### src/sfdl_pkg.sv
// Constants, carrier types and state layouts for the firmware download host controller
// How it works
// Download mode entered only if request pin is high while the device boots.
// After boot the device ignores the request pin level for download purposes.
// In download mode the device accepts only download commands.
// After a failed download the device stays in download mode until success.
// Host write frame: 0x7F, two-byte header, command, payload, CRC16.
// Read frame: host sends 0xFF; device returns header, status, payload, CRC16.
// Header: length in bits 0-9, chunk flag bit 10, bits 11-15 reserved.
// Length counts command or status plus payload; CRC bytes excluded.
// CRC16 polynomial 0x1021 preset 0xFFFF, generated and checked by both.
// Device decodes 0xF0 reset, 0xF1 version, 0xF4 unique serial; others reserved.
// Command 0xC0 is the signed block write into internal memory.
// Signed write payload: 3-byte address, 2-byte size, up to 512 data, 32 hash.
// First write carries version, hash, signature; middle carry hash; last none.
// A command and payload may span frames; chunk flag marks more fragments.
// Device rejects updates whose 8-bit major version is below the installed one.
// Device aborts download on reset, bad signature, broken chain, framing errors.
// Device never overwrites firmware before authenticity and integrity are verified.
// Device refuses integrity check while a session is open.
// Completed update reloads user settings and radio configuration with defaults.
// Host order: raise pin, reset, download, integrity check, reset again.
// Status zero means success; any other value is an error.
// After an unclean download every command is answered with 0x2A only.
// CRC covers header and frame bytes, not direction byte; sent MSB first.
// Device drives busy while processing; host waits for release before reading.
package sfdl_pkg;

  // ****************************************
  // Frame layout
  // ****************************************
  localparam logic [7:0] DIR_WRITE = 8'h7F;
  localparam logic [7:0] DIR_READ = 8'hFF;
  localparam logic [7:0] READ_FILL = 8'hFF;
  localparam int LEN_W = 10;
  localparam int CHUNK_BIT = 10;
  localparam logic [15:0] CRC_POLY = 16'h1021;
  localparam logic [15:0] CRC_INIT = 16'hFFFF;
  localparam logic [7:0] CMD_RESET = 8'hF0;
  localparam logic [7:0] CMD_QUERY_VERSION = 8'hF1;
  localparam logic [7:0] CMD_READ_UNIQUE_SERIAL = 8'hF4;
  localparam logic [7:0] CMD_SIGNED_WRITE = 8'hC0;
  localparam logic [7:0] STAT_OK = 8'h00;
  localparam logic [7:0] STAT_ABORTED = 8'h2A;
  localparam int WRITE_ADDR_BYTES = 3;
  localparam int WRITE_SIZE_BYTES = 2;
  localparam int WRITE_MAX_DATA = 512;
  localparam int WRITE_HASH_BYTES = 32;

  // ****************************************
  // Timing
  // ****************************************
  localparam int CLK_PERIOD_NS = 10;
  localparam int T_RST_NS = 10_000;
  localparam int T_BOOT_NS = 2_000_000;
  localparam int T_NSS_GAP_NS = 1_000;
  localparam int T_BUSY_SETTLE_NS = 1_000;
  localparam int T_BUSY_MAX_NS = 100_000_000;
  localparam int T_SCK_HALF_NS = 72;
  localparam int RST_CYC = (T_RST_NS + CLK_PERIOD_NS - 1) / CLK_PERIOD_NS;
  localparam int BOOT_CYC = (T_BOOT_NS + CLK_PERIOD_NS - 1) / CLK_PERIOD_NS;
  localparam int NSS_GAP_CYC = (T_NSS_GAP_NS + CLK_PERIOD_NS - 1) / CLK_PERIOD_NS;
  localparam int BUSY_SETTLE_CYC = (T_BUSY_SETTLE_NS + CLK_PERIOD_NS - 1) / CLK_PERIOD_NS;
  localparam int BUSY_MAX_CYC = T_BUSY_MAX_NS / CLK_PERIOD_NS;
  localparam int SCK_HALF_CYC = (T_SCK_HALF_NS + CLK_PERIOD_NS - 1) / CLK_PERIOD_NS;
  localparam int TMR_W = 24;

  // ****************************************
  // Types
  // ****************************************
  typedef enum logic [14:0] {
    ST_IDLE = 15'h0001,
    ST_RST_ON = 15'h0002,
    ST_BOOT = 15'h0004,
    ST_WR_DIR = 15'h0008,
    ST_WR_HH = 15'h0010,
    ST_WR_HL = 15'h0020,
    ST_WR_CMD = 15'h0040,
    ST_WR_PAY = 15'h0080,
    ST_WR_CH = 15'h0100,
    ST_WR_CL = 15'h0200,
    ST_GAP = 15'h0400,
    ST_BUSY = 15'h0800,
    ST_RD_DIR = 15'h1000,
    ST_RD = 15'h2000,
    ST_END = 15'h4000
  } sfdl_state_t;

  typedef enum logic [1:0] {
    OP_ENTER = 2'h0,
    OP_LEAVE = 2'h1,
    OP_XFER = 2'h2
  } sfdl_op_t;

  typedef struct packed {
    sfdl_op_t op;
    logic [7:0] cmd;
    logic [LEN_W-1:0] len;
    logic chunk;
  } sfdl_req_t;

  typedef struct packed {
    logic [7:0] status;
    logic [LEN_W-1:0] len;
    logic chunk;
    logic crc_ok;
    logic aborted;
    logic timeout;
  } sfdl_result_t;

  typedef struct packed {
    logic active;
    logic [7:0] tmr;
    logic [2:0] bitn;
    logic [7:0] sh;
    logic [7:0] rx;
    logic sck;
    logic mosi;
    logic done;
  } sfdl_spi_state_t;

  typedef struct packed {
    sfdl_state_t st;
    logic [TMR_W-1:0] tmr;
    logic [10:0] cnt;
    logic [LEN_W-1:0] len;
    logic chunk;
    logic [7:0] cmd;
    logic launched;
    logic spi_go;
    logic [7:0] spi_tx;
    logic [7:0] last_byte;
    logic crc_upd;
    logic [15:0] crc;
    logic [7:0] crc_hi;
    logic dl_pin;
    logic dev_rst_n;
    logic nss_n;
    logic req_ready;
    logic pay_ready;
    logic rsp_valid;
    logic [7:0] rsp_data;
    logic done;
    logic in_dl;
    sfdl_result_t result;
  } sfdl_host_state_t;

endpackage

### src/sfdl_crc16.sv
// Byte-wide CRC16 next-value logic, MSB first
`timescale 1ns/1ps
module sfdl_crc16
  import sfdl_pkg::*;
(
  input wire logic [15:0] crc_in, // Current CRC value
  input wire logic [7:0] data, // Byte folded in, MSB first
  output logic [15:0] crc_out // CRC after the byte
);
  logic [15:0] stage [0:8];

  assign stage[0] = crc_in;

  // ****************************************
  // One shift per data bit
  // ****************************************
  for (genvar i = 0; i < 8; i++)
  begin : g_bit
    logic fb;
    assign fb = stage[i][15] ^ data[7-i];
    assign stage[i+1] = {stage[i][14:0], 1'b0} ^ (fb ? CRC_POLY : 16'h0000);
  end

  assign crc_out = stage[8];
endmodule // sfdl_crc16

### src/sfdl_host.sv
// Host controller that drives the secure download mode over the device pins
`timescale 1ns/1ps
module sfdl_host
  import sfdl_pkg::*;
#(
  parameter int unsigned BOOT_CYCLES = BOOT_CYC,
  parameter int unsigned BUSY_MAX_CYCLES = BUSY_MAX_CYC,
  parameter int unsigned RST_CYCLES = RST_CYC,
  parameter int unsigned SCK_HALF = SCK_HALF_CYC
)
(
  input wire logic ref_clk, // System clock, 100 MHz
  input wire logic sys_rst, // Asynchronous reset, active high
  input wire logic ce, // Clock enable, freezes all state when low
  input wire logic req_valid, // Request offered
  input wire sfdl_pkg::sfdl_req_t req, // Operation, command, length, chunk
  output logic req_ready, // Request taken when high with req_valid
  input wire logic pay_valid, // Payload byte offered
  input wire logic [7:0] pay_data, // Payload byte
  output logic pay_ready, // Payload byte taken when high with pay_valid
  output logic rsp_valid, // One-cycle pulse per status or payload byte
  output logic [7:0] rsp_data, // Received status or payload byte
  output logic done, // One-cycle pulse when an operation ends
  output sfdl_pkg::sfdl_result_t result, // Outcome of the last operation
  output logic in_download, // Device believed to be in download mode
  output logic download_request_pin, // Download request strap to the device
  output logic dev_reset_n, // Device reset, active low
  output logic nss_n, // SPI select, active low
  output logic sck, // SPI clock
  output logic mosi, // SPI data to the device
  input wire logic miso, // SPI data from the device
  input wire logic busy // Device busy line
);
  import sfdl_pkg::*;

  sfdl_host_state_t s_q;
  sfdl_host_state_t s_d;
  logic [1:0] miso_sync_q;
  logic [1:0] busy_sync_q;
  logic spi_done;
  logic [7:0] spi_rx;
  logic [15:0] crc_nx;

  if (BOOT_CYCLES < 1 || BOOT_CYCLES >= (1 << TMR_W) || RST_CYCLES < 1
      || RST_CYCLES >= (1 << TMR_W) || BUSY_MAX_CYCLES < 1
      || BUSY_MAX_CYCLES >= (1 << TMR_W))
  begin : g_check
    $error("Timing counts must lie between 1 and the timer range");
  end

  // ****************************************
  // Pin synchronisers
  // ****************************************
  always_ff @(posedge ref_clk or posedge sys_rst)
  begin
    if (sys_rst)
    begin
      miso_sync_q <= 2'h0;
      busy_sync_q <= 2'h3;
    end
    else if (ce)
    begin
      miso_sync_q <= {miso_sync_q[0], miso};
      busy_sync_q <= {busy_sync_q[0], busy};
    end
  end

  // ****************************************
  // Serial engine and CRC
  // ****************************************
  sfdl_spi_byte #(
    .HALF_CYCLES(SCK_HALF)
  ) u_spi (
    .ref_clk(ref_clk),
    .sys_rst(sys_rst),
    .ce(ce),
    .go(s_q.spi_go),
    .tx(s_q.spi_tx),
    .miso_s(miso_sync_q[1]),
    .rx(spi_rx),
    .done(spi_done),
    .sck(sck),
    .mosi(mosi)
  );

  // Folded one cycle after each byte, well before any CRC byte is sent or checked
  sfdl_crc16 u_crc (
    .crc_in(s_q.crc),
    .data(s_q.last_byte),
    .crc_out(crc_nx)
  );

  // Launch one byte, then wait for the engine to finish it
  function automatic sfdl_host_state_t send(input sfdl_host_state_t s, input logic [7:0] b,
                                            input logic upd, input sfdl_state_t nxt,
                                            input logic fin);
    sfdl_host_state_t r;
    r = s;
    if (!s.launched)
    begin
      r.spi_go = 1'b1;
      r.spi_tx = b;
      r.launched = 1'b1;
      r.last_byte = b;
      r.crc_upd = upd;
    end
    else if (fin)
    begin
      r.launched = 1'b0;
      r.st = nxt;
    end
    return r;
  endfunction

  // ****************************************
  // Sequencer
  // ****************************************
  always_comb
  begin
    s_d = s_q;
    s_d.spi_go = 1'b0;
    s_d.crc_upd = 1'b0;
    s_d.rsp_valid = 1'b0;
    s_d.done = 1'b0;
    if (s_q.crc_upd)
      s_d.crc = crc_nx;
    case (s_q.st)
      ST_IDLE:
      begin
        s_d.req_ready = 1'b1;
        if (req_valid && s_q.req_ready)
        begin
          s_d.req_ready = 1'b0;
          s_d.result = '0;
          s_d.tmr = '0;
          s_d.cmd = req.cmd;
          s_d.len = req.len;
          s_d.chunk = req.chunk;
          case (req.op)
            OP_ENTER:
            begin
              // Strap raised before the reset so it is stable through boot
              s_d.dl_pin = 1'b1;
              s_d.st = ST_RST_ON;
            end
            OP_LEAVE:
            begin
              s_d.dl_pin = 1'b0;
              s_d.st = ST_RST_ON;
            end
            OP_XFER:
            begin
              s_d.nss_n = 1'b0;
              s_d.st = ST_WR_DIR;
            end
            default:
            begin
              s_d.done = 1'b1;
            end
          endcase
        end
      end
      ST_RST_ON:
      begin
        s_d.dev_rst_n = 1'b0;
        if (s_q.tmr == TMR_W'(RST_CYCLES))
        begin
          s_d.dev_rst_n = 1'b1;
          s_d.tmr = '0;
          s_d.st = ST_BOOT;
        end
        else
          s_d.tmr = s_q.tmr + 1'b1;
      end
      ST_BOOT:
      begin
        // Pin level counts only while the device starts up
        if (s_q.tmr == TMR_W'(BOOT_CYCLES - 1))
        begin
          s_d.in_dl = s_q.dl_pin;
          s_d.done = 1'b1;
          s_d.st = ST_IDLE;
        end
        else
          s_d.tmr = s_q.tmr + 1'b1;
      end
      ST_WR_DIR:
      begin
        s_d = send(s_d, DIR_WRITE, 1'b0, ST_WR_HH, spi_done);
        s_d.crc = CRC_INIT;
      end
      ST_WR_HH:
      begin
        s_d = send(s_d, {5'h00, s_q.chunk, s_q.len[9:8]}, 1'b1, ST_WR_HL, spi_done);
      end
      ST_WR_HL:
      begin
        s_d = send(s_d, s_q.len[7:0], 1'b1, ST_WR_CMD, spi_done);
      end
      ST_WR_CMD:
      begin
        s_d = send(s_d, s_q.cmd, 1'b1, (s_q.len > 10'h001) ? ST_WR_PAY : ST_WR_CH, spi_done);
        s_d.cnt = '0;
      end
      ST_WR_PAY:
      begin
        // Payload layout is the user's concern
        if (!s_q.launched)
        begin
          s_d.pay_ready = 1'b1;
          if (s_q.pay_ready && pay_valid)
          begin
            s_d.pay_ready = 1'b0;
            s_d = send(s_d, pay_data, 1'b1, ST_WR_PAY, 1'b0);
          end
        end
        else if (spi_done)
        begin
          s_d.launched = 1'b0;
          s_d.cnt = s_q.cnt + 11'h001;
          if (s_q.cnt + 11'h001 == 11'(s_q.len) - 11'h001)
            s_d.st = ST_WR_CH;
        end
      end
      ST_WR_CH:
      begin
        s_d = send(s_d, s_q.crc[15:8], 1'b0, ST_WR_CL, spi_done);
      end
      ST_WR_CL:
      begin
        s_d = send(s_d, s_q.crc[7:0], 1'b0, ST_GAP, spi_done);
        if (s_q.launched && spi_done)
        begin
          s_d.nss_n = 1'b1;
          s_d.tmr = '0;
        end
      end
      ST_GAP:
      begin
        // Give the device time to raise busy before it is trusted
        if (s_q.tmr == TMR_W'(BUSY_SETTLE_CYC - 1))
        begin
          s_d.tmr = '0;
          s_d.st = ST_BUSY;
        end
        else
          s_d.tmr = s_q.tmr + 1'b1;
      end
      ST_BUSY:
      begin
        if (!busy_sync_q[1])
        begin
          s_d.nss_n = 1'b0;
          s_d.st = ST_RD_DIR;
        end
        else if (s_q.tmr == TMR_W'(BUSY_MAX_CYCLES - 1))
        begin
          s_d.result.timeout = 1'b1;
          s_d.done = 1'b1;
          s_d.tmr = '0;
          s_d.st = ST_END;
        end
        else
          s_d.tmr = s_q.tmr + 1'b1;
      end
      ST_RD_DIR:
      begin
        s_d = send(s_d, DIR_READ, 1'b0, ST_RD, spi_done);
        s_d.crc = CRC_INIT;
        s_d.cnt = '0;
      end
      ST_RD:
      begin
        if (!s_q.launched)
        begin
          s_d.spi_go = 1'b1;
          s_d.spi_tx = READ_FILL;
          s_d.launched = 1'b1;
        end
        else if (spi_done)
        begin
          s_d.launched = 1'b0;
          s_d.cnt = s_q.cnt + 11'h001;
          s_d.last_byte = spi_rx;
          if (s_q.cnt == 11'h000)
          begin
            s_d.crc_upd = 1'b1;
            s_d.len[9:8] = spi_rx[1:0];
            s_d.chunk = spi_rx[CHUNK_BIT-8];
          end
          else if (s_q.cnt == 11'h001)
          begin
            s_d.crc_upd = 1'b1;
            s_d.len[7:0] = spi_rx;
          end
          else if (s_q.cnt < 11'(s_q.len) + 11'h002)
          begin
            s_d.crc_upd = 1'b1;
            s_d.rsp_valid = 1'b1;
            s_d.rsp_data = spi_rx;
            if (s_q.cnt == 11'h002)
            begin
              s_d.result.status = spi_rx;
              // Device stays in download mode after an aborted session
              if (spi_rx == STAT_ABORTED)
              begin
                s_d.result.aborted = 1'b1;
                s_d.in_dl = 1'b1;
              end
            end
          end
          else if (s_q.cnt == 11'(s_q.len) + 11'h002)
            s_d.crc_hi = spi_rx;
          else
          begin
            s_d.result.crc_ok = ({s_q.crc_hi, spi_rx} == s_q.crc);
            s_d.result.len = s_q.len;
            s_d.result.chunk = s_q.chunk;
            s_d.nss_n = 1'b1;
            s_d.done = 1'b1;
            s_d.tmr = '0;
            s_d.st = ST_END;
          end
        end
      end
      ST_END:
      begin
        s_d.nss_n = 1'b1;
        if (s_q.tmr == TMR_W'(NSS_GAP_CYC - 1))
        begin
          s_d.tmr = '0;
          s_d.st = ST_IDLE;
        end
        else
          s_d.tmr = s_q.tmr + 1'b1;
      end
      default:
      begin
        s_d.st = ST_IDLE;
        s_d.launched = 1'b0;
        s_d.nss_n = 1'b1;
      end
    endcase
  end

  always_ff @(posedge ref_clk or posedge sys_rst)
  begin
    if (sys_rst)
    begin
      s_q <= '0;
      s_q.st <= ST_IDLE;
      s_q.crc <= CRC_INIT;
      s_q.dev_rst_n <= 1'b1;
      s_q.nss_n <= 1'b1;
    end
    else if (ce)
      s_q <= s_d;
  end

  // ****************************************
  // Outputs
  // ****************************************
  assign req_ready = s_q.req_ready;
  assign pay_ready = s_q.pay_ready;
  assign rsp_valid = s_q.rsp_valid;
  assign rsp_data = s_q.rsp_data;
  assign done = s_q.done;
  assign result = s_q.result;
  assign in_download = s_q.in_dl;
  assign download_request_pin = s_q.dl_pin;
  assign dev_reset_n = s_q.dev_rst_n;
  assign nss_n = s_q.nss_n;
endmodule // sfdl_host

### src/sfdl_spi_byte.sv
// SPI mode 0 byte shifter; the clock is divided from ref_clk
`timescale 1ns/1ps
module sfdl_spi_byte
  import sfdl_pkg::*;
#(
  parameter int unsigned HALF_CYCLES = SCK_HALF_CYC
)
(
  input wire logic ref_clk, // System clock
  input wire logic sys_rst, // Asynchronous reset, active high
  input wire logic ce, // Clock enable
  input wire logic go, // Start one byte
  input wire logic [7:0] tx, // Byte to shift out
  input wire logic miso_s, // Synchronised data from the device
  output logic [7:0] rx, // Byte shifted in
  output logic done, // One-cycle pulse at byte end
  output logic sck, // Serial clock
  output logic mosi // Serial data to the device
);
  import sfdl_pkg::*;

  sfdl_spi_state_t s_q;
  sfdl_spi_state_t s_d;

  if (HALF_CYCLES < 1 || HALF_CYCLES > 256)
  begin : g_check
    $error("HALF_CYCLES must lie in 1..256");
  end

  // ****************************************
  // Next state
  // ****************************************
  always_comb
  begin
    s_d = s_q;
    s_d.done = 1'b0;
    if (!s_q.active)
    begin
      if (go)
      begin
        s_d.active = 1'b1;
        s_d.tmr = 8'h00;
        s_d.bitn = 3'h0;
        s_d.mosi = tx[7];
        s_d.sh = {tx[6:0], 1'b0};
        s_d.sck = 1'b0;
      end
    end
    else if (s_q.tmr != 8'(HALF_CYCLES - 1))
    begin
      s_d.tmr = s_q.tmr + 8'h01;
    end
    else
    begin
      s_d.tmr = 8'h00;
      if (!s_q.sck)
      begin
        // Sample on the rising edge
        s_d.sck = 1'b1;
        s_d.rx = {s_q.rx[6:0], miso_s};
      end
      else
      begin
        s_d.sck = 1'b0;
        if (s_q.bitn == 3'h7)
        begin
          s_d.active = 1'b0;
          s_d.done = 1'b1;
        end
        else
        begin
          s_d.mosi = s_q.sh[7];
          s_d.sh = {s_q.sh[6:0], 1'b0};
          s_d.bitn = s_q.bitn + 3'h1;
        end
      end
    end
  end

  always_ff @(posedge ref_clk or posedge sys_rst)
  begin
    if (sys_rst)
      s_q <= '0;
    else if (ce)
      s_q <= s_d;
  end

  assign rx = s_q.rx;
  assign done = s_q.done;
  assign sck = s_q.sck;
  assign mosi = s_q.mosi;
endmodule // sfdl_spi_byte

### config.mk
export PLATFORM = sky130hd
export DESIGN_NAME = sfdl_host
export DESIGN_NICKNAME = d
export VERILOG_FILES = /design/src/sfdl_pkg.sv /design/src/sfdl_crc16.sv /design/src/sfdl_host.sv /design/src/sfdl_spi_byte.sv
export SDC_FILE = /design/constraint.sdc
export NUM_CORES = 1
export LEC_CHECK = 0
export BUFFER_PORTS_ARGS = -buffer_cell sky130_fd_sc_hd__buf_4
export CAP_MARGIN = 20
export CORE_MARGIN = 1.5
export CORE_UTILIZATION = 62
export CTS_CLUSTER_SIZE = 12
export DETAILED_ROUTE_END_ITERATION = 10
export PLACE_DENSITY = 0.81
export SYNTH_ARGS = -nofsm -noshare
export SYNTH_HDL_FRONTEND = slang
export SYNTH_SLANG_ARGS = --single-unit
### constraint.sdc
create_clock -name ref_clk -period 7.65 [get_ports ref_clk]
set_clock_uncertainty 0.15 [all_clocks]
set_input_delay 1.53 -clock ref_clk [delete_from_list [all_inputs] [get_ports ref_clk]]
set_output_delay 1.53 -clock ref_clk [all_outputs]
set_load 0.05 [all_outputs]
==> results.txt, run 1 <==
Final worst-path cycle share = 63.2%
M1 WL = 13.7 mm
Crit path max fanout = 17
Total CTS buffers = 17
Nature of the critical path startpoint = flip-flop
Overflow after GRT = 0
Fin nets = 1319
Area share of the largest cell type after synthesis = 34.8%
Post-synthesis sequential area ratio = 39.6%
Resized Gates After CTS = 0
Layout cells sized above 1 = 18.9%
Flops & latches, synth = 184
P_leak = 5.58 nW
Cells after synthesis = 1259
Mean Syn Cell Area = 9.30 um2
Placeable Area = 18600 um2
Number of synthesized flops with an enable pin = 0
Yosys warning count = 0
Drt pass-1 iters = 6
Pre-CTS setup slack = 2.93 ns
WL/cell = 21.2 um
Pwr Total = 4.06 mW
Aggregate negative setup slack = 0 ns
Crit end category = flip-flop
Cell Rows = 50
CTS tree = yes
Critical path required time = 7.84 ns
Clock-pin slew on the worst setup and hold paths = 0.08 ns
Synthesized area = 11700 um2
Final Slew Violations = 0
Hold buffers post-CTS = 0
Vias in the first global route = 9538
Dpl hpwl = 23.1 mm
FILL cells = 1473
Worst Setup Path Type = flip-flop to flip-flop
Clk sink count = 184
Final setup violation count = 0
Post-synthesis async set-or-reset flop share = 100%
Synth top area cells = dfrtp_1, mux2_2, dfstp_2
Max_slew headroom = 22.3%
Most common cell after layout, fill and taps aside = dfrtp_1
First-pass GRT wire length = 51.2 mm
Root buf cell = clkbuf_16
Maximum operating frequency = 207 MHz
Avg Vias per Cell = 6.69
Initial antenna violation count = 0
# diodes = 0
Remaining antenna violation count = 0
Met2 WL = 14.5 mm
Syn nets = 1320
Power per cell area = 320 nW/um2
Total GRT Usage = 33.3%
Hold WS = 0.332 ns
Hold Path Class = flip-flop to flip-flop
Cell taking the most area after synthesis = dfrtp_1
Actual slew at the worst max-slew pin = 1.15 ns
Ys flop type = dfrtp_1
Hold Vio Cnt, Final = 0
Pin count of the biggest net entering global routing = 80
Skew-Pair Late Insertion Delay = 0.46 ns
Die Y = 140 um
Drt initial violations = 885
Die footprint = 19700 um2
Metal3 WL = 2.60 mm
Area grow syn2layout = 8.44%
Residual DRC count = 0
CTS H-tree lvls = 4
Critical path data arrival time = 5.03 ns
R2r setup slk = 2.81 ns
DR vias = 10100
Starting Density = 63.0%
Max-Cap Viols = 0
Routed wire length = 32.0 mm
Post-CTS Repair Setup Buffers = 0
Most frequent cells in the layout = dfrtp_1, nand2_1, o21ai_0, buf_4, nor2_1
Final worst slack = 2.81 ns
RSZ-0062 raised after global routing = false
Max Buffers Root-to-Sink = 2
Tmin final = 4.84 ns
Worst VDD drop = 0.217 mV
IO Pins = 76
Die width = 140 um
Port buffer count = 75
DR top layer = met4
Status = complete, no violations
Netlist cell types = 86
GP Congestion = 0.964
synth_stat cells (18+ instances only):
cell,count
dfrtp_1,163
nand2_1,101
o21ai_0,92
nor2_1,78
mux2_2,59
a21oi_1,55
clkbuf_1,54
nand3_1,44
inv_1,39
xor2_1,39
buf_4,33
nor4_1,30
xnor2_1,30
nor3_1,28
and2_1,27
ha_1,25
dfstp_2,21
nand4_1,21
or4_1,18
layer usage:
| metal | GRT usage [%] | up-vias |
|---|---|---|
| li1 | - | 4559 |
| met1 | 46.3 | 4929 |
| met2 | 50.8 | 490 |
| met3 | 6.22 | 96 |
| met4 | 14.8 | 0 |
| met5 | 0 | - |
final cells by class:
type / count / area (um2) / share of cell area, %
inverters: 39 / 151 / 1.19
clock buffers: 17 / 425 / 3.35
well taps: 234 / 293 / 2.31
multi-input cells: 928 / 6340 / 49.9
flip-flops and latches: 184 / 4630 / 36.5
repair buffers: 88 / 664 / 5.23
clock inverters: 15 / 193 / 1.52
report_power, final:
group          internal (mW)  total [mW]  switching, mW  leakage (nW)
sequential              1.22        1.54          0.318          2.37
clock                  0.450       0.917          0.468         0.301
combinational          0.651        1.60          0.950          2.90
total                   2.32        4.06           1.74          5.58
worst max-delay path, cell delays in order, from the launching register on:
cell,delay [ns]
dfrtp_1,0.75
nand3_1,0.19
nor3_1,0.29
and3_1,0.26
nand3_1,0.09
ha_1,0.31
nand3_1,0.13
or3_1,0.25
a21boi_0,0.71
a31oi_1,0.18
buf_4,0.23
nor4_4,0.76
mux2_2,0.41
state kept, by name, indices dropped and copies added (netlist names):
name and count:
pay_ready 1, rsp_data 8, result 22, u_spi.sck 1, nss_n 1, done 1, in_download 1, busy_sync_q 2
dev_reset_n 1, u_spi.mosi 1, req_ready 1, rsp_valid 1, u_spi.s_q 19, s_q 112, download_request_pin 1, miso_sync_q 2
u_spi.done 1, u_spi.rx 8
logic make-up (layout without fill, tap and decap cells):
kind of cell	after synthesis	after routing	share of synthesized area [%]
and+or+nand+nor	474	474	22.9
muxes	76	76	7.18
adders and majority gates	25	25	2.67
AOI/OAI and AO/OA	281	281	15.6
buffers and inverters	147	159	6.31
xor gates and xnor gates	72	72	5.74
DFF	184	184	39.6
path summary, 6_finish.rpt:
| check | start | cells after the start | to |
|---|---|---|---|
| worst max-delay path | s_q[93]$_DFFE_PP0P_ | 12 | s_q[138]$_DFFE_PP0P_ |
| worst min-delay path | u_spi.s_q[29]$_DFFE_PP0P_ | 1 | u_spi.s_q[29]$_DFFE_PP0P_ |
| worst max register to register | s_q[93]$_DFFE_PP0P_ | 12 | s_q[138]$_DFFE_PP0P_ |
| worst min register to register | u_spi.s_q[29]$_DFFE_PP0P_ | 1 | u_spi.s_q[29]$_DFFE_PP0P_ |
| max in group asynchronous | sys_rst | 3 | s_q[141]$_DFFE_PP0P_ |
| min in group asynchronous | sys_rst | 2 | s_q[112]$_DFFE_PP0P_ |
metrics by stage:
step / utilization [%] / instances / area, um2
floorplan: - / 1259 / 11700
global placement: 64.9 / 1471 / 12100
detailed placement: 64.9 / 1471 / 12100
CTS: 68.2 / 1503 / 12700
global route: 68.3 / 1505 / 12700
finish: 68.3 / 1505 / 12700
Note: power is estimated with default switching activity, not from simulation.
==> inputs of run 2 (changes only) <==
- CORE_UTILIZATION: 62 -> 56
- PLACE_DENSITY: 0.81 -> 0.77
- clock period: 7.65 -> 4.1 ns (I/O delays scaled with it)
==> results.txt, run 2 (synthesized netlist as in run 1, its figures left out) <==
Placeable Area = 20400 um2 (was 18600 um2)
CTS tree = yes (unchanged)
Max_slew headroom = 46.7% (was 22.3%)
Combinational share of power = 41.3% (was 39.4%)
Worst Setup Path Type = flip-flop to flip-flop (unchanged)
Internal power = 4.48 mW (was 2.32 mW)
Final worst-path cycle share = 94.5% (was 63.2%)
Worst r2r src = s_q[92]$_DFFE_PP0P_ (was s_q[93]$_DFFE_PP0P_)
Power per cell area = 589 nW/um2 (was 320 nW/um2)
Root buf cell = clkbuf_16 (unchanged)
Clock-pin slew on the worst setup and hold paths = 0.08 ns (about the same)
Fin nets = 1356 (was 1319)
Most common cell after layout, fill and taps aside = dfrtp_1 (unchanged)
Remaining antenna violation count = 0 (unchanged)
P_leak = 5.77 nW (was 5.58 nW)
Die Y = 148 um (was 140 um)
Hold Vio Cnt, Final = 0 (unchanged)
Aggregate negative setup slack = 0 ns (unchanged)
NetSw = 3.20 mW (was 1.74 mW)
Maximum operating frequency = 258 MHz (was 207 MHz)
Switching Fraction = 41.7% (was 42.8%)
Tmin final = 3.87 ns (was 4.84 ns)
Biggest cell delay along the critical path = 0.57 ns (was 0.76 ns)
Hold Path Class = flip-flop to flip-flop (unchanged)
First-pass GRT wire length = 52.2 mm (was 51.2 mm)
# diodes = 0 (unchanged)
Seq pwr share = 36.2% (was 38.0%)
Die footprint = 21800 um2 (was 19700 um2)
GP Congestion = 0.999 (was 0.964)
Vias in the first global route = 9539 (was 9538)
Clock network power share = 22.5% (was 22.6%)
Worst R2R Path Depth = 13 (was 12)
Total GRT Usage = 30.3% (was 33.3%)
Critical path data arrival time = 4.06 ns (was 5.03 ns)
Total CTS buffers = 17 (unchanged)
Largest register FFs = 112 (unchanged)
Hold Path Sink = u_spi.s_q[29]$_DFFE_PP0P_ (unchanged)
Cell Rows = 52 (was 50)
Die width = 148 um (was 140 um)
Final setup violation count = 0 (unchanged)
Drt pass-1 iters = 8 (was 6)
Critical path required time = 4.28 ns (was 7.84 ns)
Final Slew Violations = 0 (unchanged)
Starting Density = 57.5% (was 63.0%)
Hold path depth = 1 (unchanged)
Initial antenna violation count = 0 (unchanged)
Worst VDD drop = 0.619 mV (was 0.217 mV)
Most flops, register = s_q (unchanged)
CTS H-tree lvls = 4 (unchanged)
Status = complete, no violations (unchanged)
Max-Cap Viols = 0 (unchanged)
Most frequent cells in the layout = dfrtp_1, buf_4, nand2_1, o21ai_0, nor2_1 (was dfrtp_1, nand2_1, o21ai_0, buf_4, nor2_1)
Placed cells = 1546 (was 1471)
Port buffer count = 75 (unchanged)
IO Pins = 76 (unchanged)
R2r setup slk = 0.23 ns (was 2.81 ns)
Dpl hpwl = 23.7 mm (was 23.1 mm)
Final Non-Filler Cells = 1578 (was 1505)
Most frequent CP cell = ha_1 (was nand3_1)
Actual slew at the worst max-slew pin = 0.793 ns (was 1.15 ns)
RSZ-0062 raised after global routing = false (unchanged)
Routed wire length = 32.5 mm (was 32.0 mm)
Post-CTS Repair Setup Buffers = 0 (unchanged)
Crit end category = flip-flop (unchanged)
Overflow after GRT = 0 (unchanged)
Crit-path slowest cell = or4b_1 (was nor4_4)
Drt initial violations = 862 (was 885)
Clk sink count = 184 (unchanged)
DR vias = 10100 (about the same)
Pin count of the biggest net entering global routing = 93 (was 80)
WL/cell = 20.6 um (was 21.2 um)
Residual DRC count = 0 (unchanged)
Critical-path cell list = ha_1, nand2_1, nor2_1, nand3_1, xor2_1, ha_1, a21o_1, a21oi_2, or4b_1, a31oi_1, buf_4, or2_2, mux2_2 (was nand3_1, nor3_1, and3_1, nand3_1, ha_1, nand3_1, or3_1, a21boi_0, a31oi_1, buf_4, nor4_4, mux2_2)
Nature of the critical path startpoint = flip-flop (unchanged)
Layout cells sized above 1 = 21.3% (was 18.9%)
Crit path max fanout = 12 (was 17)
Worst hold start = u_spi.s_q[29]$_DFFE_PP0P_ (unchanged)
Skew-Pair Late Insertion Delay = 0.44 ns (was 0.46 ns)
Max Buffers Root-to-Sink = 2 (unchanged)
Avg Vias per Cell = 6.41 (was 6.69)
Area grow syn2layout = 11.4% (was 8.44%)
FF-to-FF End = result[2]$_DFFE_PP0P_ (was s_q[138]$_DFFE_PP0P_)
run 2: worst max-delay path: cells and delay by family (launching register included):
kind            cells  cell delay (ns)
simple gates        5             1.16
buf+inv             1             0.22
compound gates      3             0.70
mux                 1             0.35
xor+xnor            1             0.17
fa+ha+maj           2             0.54
flops               1             0.48
run 2: how the worst max path moves through the flow:
| stage | start | end | slack [ns] | cells past startpoint |
|---|---|---|---|---|
| 6_report | s_q[92]$_DFFE_PP0P_ | result[2]$_DFFE_PP0P_ | 0.23 | 13 |
| 5_1_grt | s_q[92]$_DFFE_PP0P_ | result[2]$_DFFE_PP0P_ | 0.007 | 13 |
| 4_1_cts | s_q[92]$_DFFE_PP0P_ | result[2]$_DFFE_PP0P_ | 0.21 | 13 |
| 3_5_place_dp | s_q[92]$_DFFE_PP0P_ | result[2]$_DFFE_PP0P_ | 0.25 | 13 |
| 3_3_place_gp | s_q[92]$_DFFE_PP0P_ | result[2]$_DFFE_PP0P_ | 0.31 | 13 |
| 2_1_floorplan | s_q[93]$_DFFE_PP0P_ | s_q[145]$_DFFE_PP0P_ | 0.21 | 15 |
run 2: cell type report:
class                   count  area [um2]
fillers                  1663        7320
multi-input cells         928        6350
flip-flops and latches    184        4630
repair buffers            125         963
clock buffers              17         425
well taps                 270         338
clock inverters            15         190
inverters                  39         150
run 2: per-stage QoR:
stage / utilization, % / hold slack (ns) / cell area [um2] / setup WS, ns / power [mW]
after floorplan: - / 0.287 / 11700 / 0.214 / 5.05
after global placement: 61.0 / 0.309 / 12400 / 0.311 / 5.80
after detailed placement: 61.0 / 0.316 / 12400 / 0.252 / 5.89
after CTS: 64.0 / 0.327 / 13000 / 0.209 / 7.64
after global routing: 64.1 / 0.334 / 13000 / 0.00656 / 8.12
final: 64.1 / 0.325 / 13000 / 0.227 / 7.68
run 2: metal layers:
metal | track usage, % | up-vias | wire [um] | part of all wire [%]
met1 | 44.1 | 4925 | 14500 | 44
met2 | 45.7 | 477 | 14600 | 45
met4 | 10.5 | 0 | 821 | 2.5
met5 | 0 | - | 0 | 0
met3 | 5.31 | 77 | 2650 | 8.1
li1 | - | 4629 | - | -
run 2: timing repair:
action,in CTS,in global routing
resized for setup,0,3
setup endpoints to repair,0,9
hold buffers,0,0
endpoints found under the hold margin,0,0
run 2: power groups by stage:
stage / combinational, mW / clock (mW) / sequential (mW)
finish: 3.18 / 1.73 / 2.78
global route: 3.48 / 1.81 / 2.83
CTS: 3.14 / 1.75 / 2.76
detailed placement: 3.10 / 0 / 2.79
global placement: 3.03 / 0 / 2.77
floorplan: 2.40 / 0 / 2.65
